===== config.mk =====
export PLATFORM = sky130hd
export DESIGN_NAME = loop_detector
export DESIGN_NICKNAME = d
export VERILOG_FILES = /design/src/loop_detect_pkg.sv /design/src/detect_path.sv /design/src/loop_detector.sv
export SDC_FILE = /design/constraint.sdc
export NUM_CORES = 2
export LEC_CHECK = 0
export BUFFER_PORTS_ARGS = -buffer_cell sky130_fd_sc_hd__buf_2
export CORE_MARGIN = 2
export CORE_UTILIZATION = 55
export DETAILED_ROUTE_END_ITERATION = 10
export PLACE_DENSITY = 0.75
export SLEW_MARGIN = 20
export SYNTH_ARGS = -nofsm -noshare
export SYNTH_HDL_FRONTEND = slang
export SYNTH_HIERARCHICAL = 1
export SYNTH_SLANG_ARGS = --single-unit

===== constraint.sdc =====
create_clock -name clk -period 9.5 [get_ports clk]
set_input_delay 1.9 -clock clk [delete_from_list [all_inputs] [get_ports clk]]
set_output_delay 1.9 -clock clk [all_outputs]
set_load 0.03 [all_outputs]

===== src/loop_detect_pkg.sv =====
// Constants shared by the loop-closure and ground-key detector
package loop_detect_pkg;

  // ---------------------------------------------------------------
  // Timing
  // ---------------------------------------------------------------
  localparam int CLK_PERIOD_NS        = 100;
  localparam int DEBOUNCE_STEP_NS     = 1250000;
  localparam int DEBOUNCE_STEP_CYCLES = DEBOUNCE_STEP_NS / CLK_PERIOD_NS;

  // ---------------------------------------------------------------
  // Register offsets (word index on the register port)
  // ---------------------------------------------------------------
  localparam logic [7:0] OFS_LINEFEED      = 8'h00;
  localparam logic [7:0] OFS_DETECT_STATUS = 8'h01;
  localparam logic [7:0] OFS_IRQ_PENDING   = 8'h02;
  localparam logic [7:0] OFS_IRQ_ENABLE    = 8'h03;
  localparam logic [7:0] OFS_LOOP_CURRENT  = 8'h04;
  localparam logic [7:0] OFS_LONG_CURRENT  = 8'h05;
  localparam logic [7:0] OFS_LOOP_LPF      = 8'h06;
  localparam logic [7:0] OFS_LOOP_OFFHK    = 8'h07;
  localparam logic [7:0] OFS_LOOP_ONHK     = 8'h08;
  localparam logic [7:0] OFS_LOOP_DBI      = 8'h09;
  localparam logic [7:0] OFS_LOOP_MASK     = 8'h0A;
  localparam logic [7:0] OFS_GKEY_LPF      = 8'h0B;
  localparam logic [7:0] OFS_GKEY_HITH     = 8'h0C;
  localparam logic [7:0] OFS_GKEY_LOTH     = 8'h0D;
  localparam logic [7:0] OFS_GKEY_DBI      = 8'h0E;
  localparam logic [7:0] OFS_CM_THRESHOLD  = 8'h24;

  // ---------------------------------------------------------------
  // Field positions
  // ---------------------------------------------------------------
  localparam int LF_CTRL_LSB     = 0;
  localparam int LF_SHADOW_LSB   = 4;
  localparam int STAT_CMH_BIT    = 0;
  localparam int STAT_LOOP_BIT   = 1;
  localparam int STAT_GKEY_BIT   = 2;
  localparam int IRQ_LOOP_BIT    = 0;
  localparam int IRQ_GKEY_BIT    = 1;
  localparam int COEF_FRAC_BITS  = 14;

  // ---------------------------------------------------------------
  // Linefeed state codes
  // ---------------------------------------------------------------
  localparam logic [2:0] LF_OPEN       = 3'h0;
  localparam logic [2:0] LF_FWD_ACTIVE = 3'h1;
  localparam logic [2:0] LF_TIP_OPEN   = 3'h3;
  localparam logic [2:0] LF_REV_ACTIVE = 3'h5;
  localparam logic [2:0] LF_RING_OPEN  = 3'h7;

  // ---------------------------------------------------------------
  // Limits and reset values
  // ---------------------------------------------------------------
  localparam logic [15:0] COEF_UNITY        = 16'h4000;
  localparam logic [15:0] LOOP_THRESH_LIMIT = 16'h4CF0;
  localparam logic [15:0] RST_LPF           = 16'h0A10;
  localparam logic [15:0] RST_LOOP_OFFHK    = 16'h1000;
  localparam logic [15:0] RST_LOOP_ONHK     = 16'h0C00;
  localparam logic [15:0] RST_GKEY_HITH     = 16'h0800;
  localparam logic [15:0] RST_GKEY_LOTH     = 16'h0600;
  localparam logic [15:0] RST_INTERVAL      = 16'h0008;
  localparam logic [15:0] RST_CM_THRESHOLD  = 16'h2000;
  localparam logic [1:0]  RST_IRQ_ENABLE    = 2'h0;

endpackage


===== src/detect_path.sv =====
// Low-pass filter, hysteresis comparator and debounce for one current
module detect_path
  import loop_detect_pkg::*;
(
  // Clock and reset
  input  wire logic               clk,
  input  wire logic               reset,
  // Sample stream
  input  wire logic               sampleValid,
  input  wire logic signed [15:0] sampleIn,
  // Settings
  input  wire logic        [15:0] coef,
  input  wire logic        [15:0] setThreshold,
  input  wire logic        [15:0] clearThreshold,
  input  wire logic               enable,
  input  wire logic        [15:0] interval,
  // Timing and masking
  input  wire logic               stepTick,
  input  wire logic               hold,
  // Results
  output logic signed      [15:0] filtered_q,
  output logic                    detected_q
);

  logic        [15:0] coefEff;
  logic signed [16:0] diff;
  logic signed [33:0] product;
  logic signed [16:0] sumNext;
  logic signed [16:0] level;
  logic               compare;
  logic        [15:0] stepCount_q;
  logic        [16:0] stepsNext;
  logic               expired;

  // ---------------------------------------------------------------
  // First-order low-pass: y += coef * (x - y) / unity
  // ---------------------------------------------------------------
  // Low three coefficient bits are not part of the field; values
  // above unity are clamped so the filter cannot overshoot.
  always_comb begin
    coefEff = {coef[15:3], 3'h0};
    if (coefEff > COEF_UNITY) begin
      coefEff = COEF_UNITY;
    end
  end

  assign diff    = {sampleIn[15], sampleIn} - {filtered_q[15], filtered_q};
  assign product = diff * $signed({1'b0, coefEff});
  assign sumNext = {filtered_q[15], filtered_q}
                 + product[COEF_FRAC_BITS+16:COEF_FRAC_BITS];

  always_ff @(posedge clk) begin
    if (reset) begin
      filtered_q <= 16'sh0000;
    end else if (sampleValid) begin
      filtered_q <= sumNext[15:0];
    end
  end

  // ---------------------------------------------------------------
  // Hysteresis comparator
  // ---------------------------------------------------------------
  assign level = {filtered_q[15], filtered_q};

  always_comb begin
    if (!enable) begin
      compare = 1'b0;
    end else if (detected_q) begin
      compare = level >= $signed({1'b0, clearThreshold});
    end else begin
      compare = level > $signed({1'b0, setThreshold});
    end
  end

  // ---------------------------------------------------------------
  // Debounce
  // ---------------------------------------------------------------
  assign stepsNext = {1'b0, stepCount_q} + 17'h00001;
  assign expired   = stepsNext >= {1'b0, interval};

  always_ff @(posedge clk) begin
    if (reset) begin
      stepCount_q <= 16'h0000;
    end else if (compare == detected_q || hold) begin
      stepCount_q <= 16'h0000;
    end else if (stepTick && stepCount_q != 16'hFFFF) begin
      stepCount_q <= stepsNext[15:0];
    end
  end

  always_ff @(posedge clk) begin
    if (reset) begin
      detected_q <= 1'b0;
    end else if (compare != detected_q && !hold && stepTick && expired) begin
      detected_q <= compare;
    end
  end

endmodule


===== src/loop_detector.sv =====
// Loop-closure and ground-key detection for one line channel
//
// Behaviour
// - Loop current is Q1-Q6+Q5-Q2 in open states, half of it otherwise.
// - Common-mode high in states 1 or 3 zeroes the Q1 term.
// - Common-mode high in states 5 or 7 zeroes the Q2 term.
// - Common-mode flag sets above its threshold; other terms still count.
// - Loop current is low-pass filtered; zero blocks, 4000h passes.
// - Off-hook threshold detects closure; on-hook threshold gives hysteresis.
// - Loop debounce flips only after opposite state held whole interval.
// - Satisfied debounce sets the read-only loop-closure flag.
// - Mask interval after a ringing burst suppresses loop transitions.
// - Either loop threshold above 61 mA disables loop detection.
// - Loop event sets pending bit, gated by loop interrupt enable.
// - Longitudinal current is produced only in tip-open or ring-open.
// - Longitudinal current is (Q1-Q6-Q5+Q2)/2.
// - Longitudinal current has its own low-pass filter and coefficient.
// - Ground-key high threshold detects; low threshold detects release.
// - Satisfied ground-key debounce sets the ground-key flag.
// - Loop flag rising moves tip-open to forward, ring-open to reverse.
// - Linefeed shadow shows 3 for tip-open and 1 for forward-active.
// - Ground-key event sets pending bit, gated by its enable.
module loop_detector
  import loop_detect_pkg::*;
#(
  parameter int STEP_CYCLES = DEBOUNCE_STEP_CYCLES
)
(
  // Clock and reset
  input  wire logic               clk,
  input  wire logic               reset,
  // Transistor current samples
  input  wire logic               sampleValid,
  input  wire logic signed [15:0] currentQ1,
  input  wire logic signed [15:0] currentQ2,
  input  wire logic signed [15:0] currentQ5,
  input  wire logic signed [15:0] currentQ6,
  // Ringing burst end marker
  input  wire logic               ringBurstEnd,
  // Register port
  input  wire logic        [7:0]  regAddr,
  input  wire logic        [15:0] regWrData,
  input  wire logic               regWrite,
  input  wire logic               regRead,
  output logic             [15:0] regRdData,
  // Status
  output logic             [2:0]  linefeedState,
  output logic                    loopClosureFlag,
  output logic                    groundKeyFlag,
  output logic                    commonModeHighFlag,
  output logic                    irqRequest
);

  // ---------------------------------------------------------------
  // Declarations
  // ---------------------------------------------------------------
  logic        [2:0]  lineState_q;
  logic        [15:0] loopLpf_q;
  logic        [15:0] loopOffHook_q;
  logic        [15:0] loopOnHook_q;
  logic        [15:0] loopDebounce_q;
  logic        [15:0] loopMask_q;
  logic        [15:0] gkeyLpf_q;
  logic        [15:0] gkeyHigh_q;
  logic        [15:0] gkeyLow_q;
  logic        [15:0] gkeyDebounce_q;
  logic        [15:0] cmThreshold_q;
  logic        [1:0]  irqPending_q;
  logic        [1:0]  irqEnable_q;
  logic        [15:0] rdData_q;
  logic signed [15:0] loopCurrent_q;
  logic signed [15:0] longCurrent_q;
  logic               cmHigh_q;
  logic               pathValid_q;
  logic        [31:0] tickCount_q;
  logic               stepTick;
  logic        [15:0] maskCount_q;
  logic               maskActive;
  logic               loopPrev_q;
  logic               gkeyPrev_q;
  logic               loopDetected;
  logic               gkeyDetected;
  logic signed [15:0] loopFiltered;
  logic signed [15:0] longFiltered;
  logic               openState;
  logic               dropQ1;
  logic               dropQ2;
  logic signed [17:0] termQ1;
  logic signed [17:0] termQ2;
  logic signed [17:0] loopSum;
  logic signed [17:0] longSum;
  logic signed [17:0] longHalf;
  logic        [17:0] longMagnitude;
  logic               loopEnable;
  logic               loopEvent;
  logic               gkeyEvent;
  logic               loopRise;
  logic               wrLinefeed;
  logic               wrPending;
  logic        [1:0]  eventBits;

  // Clamp an 18-bit intermediate into the 16-bit sample range
  function automatic logic signed [15:0] saturate(input logic signed [17:0] v);
    if (v > 18'sh07FFF) begin
      return 16'sh7FFF;
    end else if (v < -18'sh08000) begin
      return -16'sh8000;
    end
    return v[15:0];
  endfunction

  function automatic logic isOpenState(input logic [2:0] lf);
    return lf == LF_TIP_OPEN || lf == LF_RING_OPEN;
  endfunction

  // ---------------------------------------------------------------
  // Input signal processing
  // ---------------------------------------------------------------
  assign openState = isOpenState(lineState_q);
  assign dropQ1    = cmHigh_q && (lineState_q == LF_FWD_ACTIVE
                              || lineState_q == LF_TIP_OPEN);
  assign dropQ2    = cmHigh_q && (lineState_q == LF_REV_ACTIVE
                              || lineState_q == LF_RING_OPEN);
  assign termQ1    = dropQ1 ? 18'sh00000 : 18'(currentQ1);
  assign termQ2    = dropQ2 ? 18'sh00000 : 18'(currentQ2);

  // Only the conditioned terms are zeroed; Q5 and Q6 always count
  assign loopSum = termQ1 - 18'(currentQ6)
                 + 18'(currentQ5) - termQ2;

  // Common-mode measure uses raw terms so zeroing cannot hide it
  assign longSum  = 18'(currentQ1) - 18'(currentQ6)
                  - 18'(currentQ5) + 18'(currentQ2);
  assign longHalf = longSum >>> 1;
  assign longMagnitude = longHalf[17] ? 18'(-longHalf) : longHalf;

  always_ff @(posedge clk) begin
    if (reset) begin
      loopCurrent_q <= 16'sh0000;
    end else if (sampleValid) begin
      if (openState) begin
        loopCurrent_q <= saturate(loopSum);
      end else begin
        loopCurrent_q <= saturate(loopSum >>> 1);
      end
    end
  end

  always_ff @(posedge clk) begin
    if (reset) begin
      longCurrent_q <= 16'sh0000;
    end else if (sampleValid) begin
      longCurrent_q <= openState ? saturate(longHalf)
                                 : 16'sh0000;
    end
  end

  always_ff @(posedge clk) begin
    if (reset) begin
      cmHigh_q <= 1'b0;
    end else if (sampleValid) begin
      cmHigh_q <= longMagnitude > {2'h0, cmThreshold_q};
    end
  end

  // Filters see each processed sample one cycle after it is taken
  always_ff @(posedge clk) begin
    if (reset) begin
      pathValid_q <= 1'b0;
    end else begin
      pathValid_q <= sampleValid;
    end
  end

  // ---------------------------------------------------------------
  // Debounce step timer and loop mask
  // ---------------------------------------------------------------
  assign stepTick = tickCount_q == 32'(STEP_CYCLES - 1);

  always_ff @(posedge clk) begin
    if (reset || stepTick) begin
      tickCount_q <= 32'h00000000;
    end else begin
      tickCount_q <= tickCount_q + 32'h00000001;
    end
  end

  // A new burst end restarts the mask even if one is running
  always_ff @(posedge clk) begin
    if (reset) begin
      maskCount_q <= 16'h0000;
    end else if (ringBurstEnd) begin
      maskCount_q <= loopMask_q;
    end else if (stepTick && maskCount_q != 16'h0000) begin
      maskCount_q <= maskCount_q - 16'h0001;
    end
  end

  assign maskActive = maskCount_q != 16'h0000;

  // ---------------------------------------------------------------
  // Detection paths
  // ---------------------------------------------------------------
  assign loopEnable = loopOffHook_q <= LOOP_THRESH_LIMIT
                   && loopOnHook_q <= LOOP_THRESH_LIMIT;

  // Loop path: filter, hysteresis, debounce, masked after ringing
  detect_path loopPath (
    .clk            (clk),
    .reset          (reset),
    .sampleValid    (pathValid_q),
    .sampleIn       (loopCurrent_q),
    .coef           (loopLpf_q),
    .setThreshold   (loopOffHook_q),
    .clearThreshold (loopOnHook_q),
    .enable         (loopEnable),
    .interval       (loopDebounce_q),
    .stepTick       (stepTick),
    .hold           (maskActive),
    .filtered_q     (loopFiltered),
    .detected_q     (loopDetected)
  );

  detect_path gkeyPath (
    .clk            (clk),
    .reset          (reset),
    .sampleValid    (pathValid_q),
    .sampleIn       (longCurrent_q),
    .coef           (gkeyLpf_q),
    .setThreshold   (gkeyHigh_q),
    .clearThreshold (gkeyLow_q),
    .enable         (1'b1),
    .interval       (gkeyDebounce_q),
    .stepTick       (stepTick),
    .hold           (1'b0),
    .filtered_q     (longFiltered),
    .detected_q     (gkeyDetected)
  );

  // ---------------------------------------------------------------
  // Events and pending bits
  // ---------------------------------------------------------------
  always_ff @(posedge clk) begin
    if (reset) begin
      loopPrev_q <= 1'b0;
      gkeyPrev_q <= 1'b0;
    end else begin
      loopPrev_q <= loopDetected;
      gkeyPrev_q <= gkeyDetected;
    end
  end

  // Either flag edge is an event: software sees closure and release
  assign loopEvent = loopDetected != loopPrev_q;
  assign gkeyEvent = gkeyDetected != gkeyPrev_q;
  assign loopRise  = loopDetected && !loopPrev_q;

  always_comb begin
    eventBits               = 2'h0;
    eventBits[IRQ_LOOP_BIT] = loopEvent;
    eventBits[IRQ_GKEY_BIT] = gkeyEvent;
  end

  assign wrPending = regWrite && regAddr == OFS_IRQ_PENDING;

  // Write one to clear; a same-cycle event keeps its bit set
  always_ff @(posedge clk) begin
    if (reset) begin
      irqPending_q <= 2'h0;
    end else begin
      irqPending_q <= ((wrPending ? irqPending_q & ~regWrData[1:0]
                                  : irqPending_q)
                       | (eventBits & irqEnable_q));
    end
  end

  assign irqRequest = |irqPending_q;

  // ---------------------------------------------------------------
  // Linefeed state and automatic transition
  // ---------------------------------------------------------------
  assign wrLinefeed = regWrite && regAddr == OFS_LINEFEED;

  // A software write in the same cycle wins over the automatic move
  always_ff @(posedge clk) begin
    if (reset) begin
      lineState_q <= LF_OPEN;
    end else if (wrLinefeed) begin
      lineState_q <= regWrData[LF_CTRL_LSB +: 3];
    end else if (loopRise && lineState_q == LF_TIP_OPEN) begin
      lineState_q <= LF_FWD_ACTIVE;
    end else if (loopRise && lineState_q == LF_RING_OPEN) begin
      lineState_q <= LF_REV_ACTIVE;
    end
  end

  // ---------------------------------------------------------------
  // Register writes
  // ---------------------------------------------------------------
  always_ff @(posedge clk) begin
    if (reset) begin
      loopLpf_q      <= RST_LPF;
      loopOffHook_q  <= RST_LOOP_OFFHK;
      loopOnHook_q   <= RST_LOOP_ONHK;
      loopDebounce_q <= RST_INTERVAL;
      loopMask_q     <= RST_INTERVAL;
      gkeyLpf_q      <= RST_LPF;
      gkeyHigh_q     <= RST_GKEY_HITH;
      gkeyLow_q      <= RST_GKEY_LOTH;
      gkeyDebounce_q <= RST_INTERVAL;
      cmThreshold_q  <= RST_CM_THRESHOLD;
      irqEnable_q    <= RST_IRQ_ENABLE;
    end else if (regWrite) begin
      unique case (regAddr)
        OFS_LOOP_LPF:     loopLpf_q      <= regWrData;
        OFS_LOOP_OFFHK:   loopOffHook_q  <= regWrData;
        OFS_LOOP_ONHK:    loopOnHook_q   <= regWrData;
        OFS_LOOP_DBI:     loopDebounce_q <= regWrData;
        OFS_LOOP_MASK:    loopMask_q     <= regWrData;
        OFS_GKEY_LPF:     gkeyLpf_q      <= regWrData;
        OFS_GKEY_HITH:    gkeyHigh_q     <= regWrData;
        OFS_GKEY_LOTH:    gkeyLow_q      <= regWrData;
        OFS_GKEY_DBI:     gkeyDebounce_q <= regWrData;
        OFS_CM_THRESHOLD: cmThreshold_q  <= regWrData;
        OFS_IRQ_ENABLE:   irqEnable_q    <= regWrData[1:0];
        default: ;
      endcase
    end
  end

  // ---------------------------------------------------------------
  // Register reads
  // ---------------------------------------------------------------
  // Status and current registers are read only; writes are ignored
  always_ff @(posedge clk) begin
    if (reset) begin
      rdData_q <= 16'h0000;
    end else if (regRead) begin
      rdData_q <= 16'h0000;
      unique case (regAddr)
        OFS_LINEFEED: begin
          rdData_q[LF_CTRL_LSB +: 3]   <= lineState_q;
          rdData_q[LF_SHADOW_LSB +: 3] <= lineState_q;
        end
        OFS_DETECT_STATUS: begin
          rdData_q[STAT_CMH_BIT]  <= cmHigh_q;
          rdData_q[STAT_LOOP_BIT] <= loopDetected;
          rdData_q[STAT_GKEY_BIT] <= gkeyDetected;
        end
        OFS_IRQ_PENDING:  rdData_q[1:0] <= irqPending_q;
        OFS_IRQ_ENABLE:   rdData_q[1:0] <= irqEnable_q;
        OFS_LOOP_CURRENT: rdData_q <= loopCurrent_q;
        OFS_LONG_CURRENT: rdData_q <= longCurrent_q;
        OFS_LOOP_LPF:     rdData_q <= loopLpf_q;
        OFS_LOOP_OFFHK:   rdData_q <= loopOffHook_q;
        OFS_LOOP_ONHK:    rdData_q <= loopOnHook_q;
        OFS_LOOP_DBI:     rdData_q <= loopDebounce_q;
        OFS_LOOP_MASK:    rdData_q <= loopMask_q;
        OFS_GKEY_LPF:     rdData_q <= gkeyLpf_q;
        OFS_GKEY_HITH:    rdData_q <= gkeyHigh_q;
        OFS_GKEY_LOTH:    rdData_q <= gkeyLow_q;
        OFS_GKEY_DBI:     rdData_q <= gkeyDebounce_q;
        OFS_CM_THRESHOLD: rdData_q <= cmThreshold_q;
        default: ;
      endcase
    end
  end

  assign regRdData          = rdData_q;
  assign linefeedState      = lineState_q;
  assign loopClosureFlag    = loopDetected;
  assign groundKeyFlag      = gkeyDetected;
  assign commonModeHighFlag = cmHigh_q;

endmodule


==> impl_metrics.tcl <==
set metrics [dict create \
    status "finished clean" \
    min_from "tickCount_q[0]$_SDFF_PP0_" \
    pre_cts_ws_ns -0.2824 \
    clkTransAtPathRegs_ns 0.06 \
    ys_ff_latch 333 \
    ys_async_sr_fraction 0 \
    grt_first_pass_wirelength_um 197100 \
    fin_setup_tns_ns 0 \
    cts_buffer_depth 3 \
    ctsHoldBuffers 0 \
    endpoint "loopPath/filtered_q[15]$_SDFFE_PP0P_" \
    ys_types 95 \
    syn-cell-area_mm2 0.04029 \
    placed_area_mm2 0.04365 \
    period_minus_slack_ns 9.457 \
    fmax_ghz 0.1057 \
    syn_to_final_growth_pct 14.64 \
    setup_ws_ns 0.04329 \
    cp-startpoint "loopPath/filtered_q[1]$_SDFFE_PP0P_" \
    detail_route.wirelength.met1_um 50230 \
    wl_met2_um 58280 \
    final_cell_mix "inv_1 (789), nand2_1 (630), fa_1 (440), nor2_1 (431), ha_1 (399)" \
    synth_edf_count 0 \
    globalRoute.totalOverflow 0 \
    htree_levels 2 \
    min_period_over_period 0.9954 \
    drc 0 \
    cts_root_buffer "clkbuf_16" \
    place.gp.congestion 0.9833 \
    multiInputGateArea_mm2 0.03094 \
    mostFrequentLayoutCell "inv_1" \
    grt_max_degree 141 \
    rsz0062_at_grt "yes" \
    avgRoutedWirePerCell_um 20.15 \
    wl_um 126200 \
    die_x_um 274.7 \
    vias 36316 \
    yosysWarnings 6 \
    top_layer "met5" \
    fin_area_mm2 0.04619 \
    syn_inst 4960 \
    cts_sinks 333 \
    die_h_um 274.7 \
    antenna_found_initial 11 \
    die-area_mm2 0.07544 \
    layout.cells.non_filler 6263 \
    slowest_stage "fa_1" \
    io_pins 117 \
    rows 99 \
    placedCellCount 6152 \
    worstMarginPinSlew_ns 1.107 \
    path_class "flop to flop" \
    seq_area_mm2 0.006676 \
    crit_top_cell "fa_1" \
    hold_class "flop to flop" \
    rr_worst_depth 41 \
    port_buffers 116 \
    synth_compound_area_frac 0.1397 \
    antenna_left 0 \
    cp.required_ns 9.95 \
    dr_wl_met3_um 10470 \
    postSynthAreaPerCell_um2 8.123 \
    synth_xor_area_frac 0.05425 \
    cts_tree "built" \
    slowest_delay_ns 0.54 \
    grt_usage 0.3338 \
    cp.arrival_ns 9.91 \
    finalSetupViolations 0 \
    drive_gt1_frac 0.1403 \
    synthMuxAreaShare 0.01770 \
    initial_core_util 0.5541 \
    final_nets 6229 \
    drv_slew 0 \
    synth_top_family_by_area "adder cells" \
    critPathCaptureType "flop" \
    synth_seq_area_share 0.1655 \
    drv_cap 0 \
    synth_simple_gate_area_frac 0.1764 \
    finalHoldViolations 0 \
    relSlewSlack 0.2609 \
    synth_ff_type "dfxtp_1" \
    timing.rr.end "loopPath/filtered_q[15]$_SDFFE_PP0P_" \
    dr.first_iter.drc_count 3455 \
    fill_cells 6107 \
    core_mm2 0.07271 \
    grt_pass1_vias 36266 \
    synth_fa_ha_area_frac 0.3521 \
    dr.pass1.iters 6 \
    cts_buffers 38 \
    hpwl_um 99640 \
    r2r_setup_slack_ns 0.04 \
    rr_startpoint "loopPath/filtered_q[1]$_SDFFE_PP0P_" \
    crit_path_start_kind "flop" \
    routed_via_density 5.798 \
    skew_ns 0.02207 \
    critPathMaxFanout 3 \
    clk_latency_ns 0.57 \
]
==> cell families (layout without fill, tap and decap cells) <==
kind of cell	after synthesis	count (layout)
compound gates	854	854
xor+xnor	247	247
fa+ha+maj	868	868
buf+inv	1006	1310
flops	333	333
mux	68	68
other cells	4	44
simple gates	1580	1580
==> state kept, by name, indices dropped and copies added, names as in the netlist, 3 cells and up <==
name	flops
loopPath/filtered_q	16
gkeyLpf_q	16
cmThreshold_q	16
loopDebounce_q	16
gkeyPath/stepCount_q	16
loopOffHook_q	16
gkeyDebounce_q	16
loopPath/stepCount_q	16
loopLpf_q	16
gkeyPath/filtered_q	16
loopOnHook_q	16
loopCurrent_q	16
tickCount_q	32
loopMask_q	16
longCurrent_q	16
gkeyHigh_q	16
linefeedState	3
gkeyLow_q	16
maskCount_q	16
regRdData	16
==> final cells by class <==
class | count | share of cell area
Clock buffer | 50 | 0.02332
Multi-Input combinational cell | 3654 | 0.6699
Sequential cell | 333 | 0.1445
Timing Repair Buffer | 428 | 0.06447
Tap cell | 959 | 0.02598
Clock inverter | 18 | 0.005282
Inverter | 814 | 0.06615
Antenna cell | 7 | 0.0003792
==> worst min-delay path by stage <==
stage | slack, ns | end | cells past startpoint
after global placement | 0.44 | loopLpf_q[2]$_SDFFE_PP0P_ | 2
after floorplan | 0.43 | tickCount_q[0]$_SDFF_PP0_ | 1
after global routing | 0.48 | gkeyLpf_q[2]$_SDFFE_PP0P_ | 2
final | 0.47 | tickCount_q[0]$_SDFF_PP0_ | 1
after CTS | 0.46 | gkeyLpf_q[2]$_SDFFE_PP0P_ | 2
after detailed placement | 0.45 | loopLpf_q[0]$_SDFFE_PP0P_ | 2
==> critical path, delay by kind of cell (launching register included) <==
family / cells / cell delay [ns]
AOI/OAI and AO/OA: 12 / 2.30
xor gates and xnor gates: 3 / 0.51
adders and majority gates: 9 / 3.66
buffers and inverters: 9 / 0.70
and+or+nand+nor: 6 / 1.26
DFF: 1 / 0.33
muxes: 2 / 0.56
==> per-layer routing <==
metal,track usage,vias to the layer above
met5,0,-
met4,0.1660,4
met3,0.05228,394
met2,0.5454,1581
met1,0.4308,17540
li1,-,16797
==> synth_stat cells, types with 14 or more instances <==
master / count / share of area
nand2b_1: 65 / 0.010
and3_1: 28 / 0.0043
nor2b_1: 45 / 0.0070
mux2i_1: 42 / 0.010
or3_1: 16 / 0.0025
nor4_1: 32 / 0.0050
o21a_1: 50 / 0.0093
nor3_1: 44 / 0.0055
a222oi_1: 14 / 0.0035
ha_1: 422 / 0.13
xor2_1: 94 / 0.020
fa_1: 444 / 0.22
o211ai_1: 31 / 0.0058
a221oi_1: 29 / 0.0063
nand2_1: 633 / 0.059
and2_1: 50 / 0.0078
dfxtp_1: 333 / 0.17
o21ai_0: 96 / 0.012
nand4_1: 38 / 0.0059
a21o_1: 61 / 0.011
a22oi_1: 53 / 0.0099
a21oi_1: 321 / 0.040
o22ai_1: 15 / 0.0023
mux2_2: 25 / 0.0070
clkbuf_1: 176 / 0.016
a2111oi_0: 21 / 0.0046
a211oi_1: 37 / 0.0069
o21bai_1: 22 / 0.0041
nor2_1: 446 / 0.042
nand3_1: 110 / 0.014
xnor2_1: 150 / 0.033
or2_2: 21 / 0.0033
inv_1: 812 / 0.076
==> metrics by stage <==
stage / utilization / hold WS, ns
after detailed placement: 0.6003 / 0.4510
after CTS: 0.6237 / 0.4636
after global routing: 0.6352 / 0.4806
after global placement: 0.6001 / 0.4434
after floorplan: - / 0.4299
final: 0.6353 / 0.4684
==> what timing repair did <==
action                     in CTS  in global routing
resized for setup              54                151
setup endpoints to repair       4                 11
gates cloned                    0                  0
setup buffers                  17                 25
pin swaps                      59                158
Power is not shown: default switching activity piles up to over one toggle a cycle in this logic, so the estimate is an artifact.
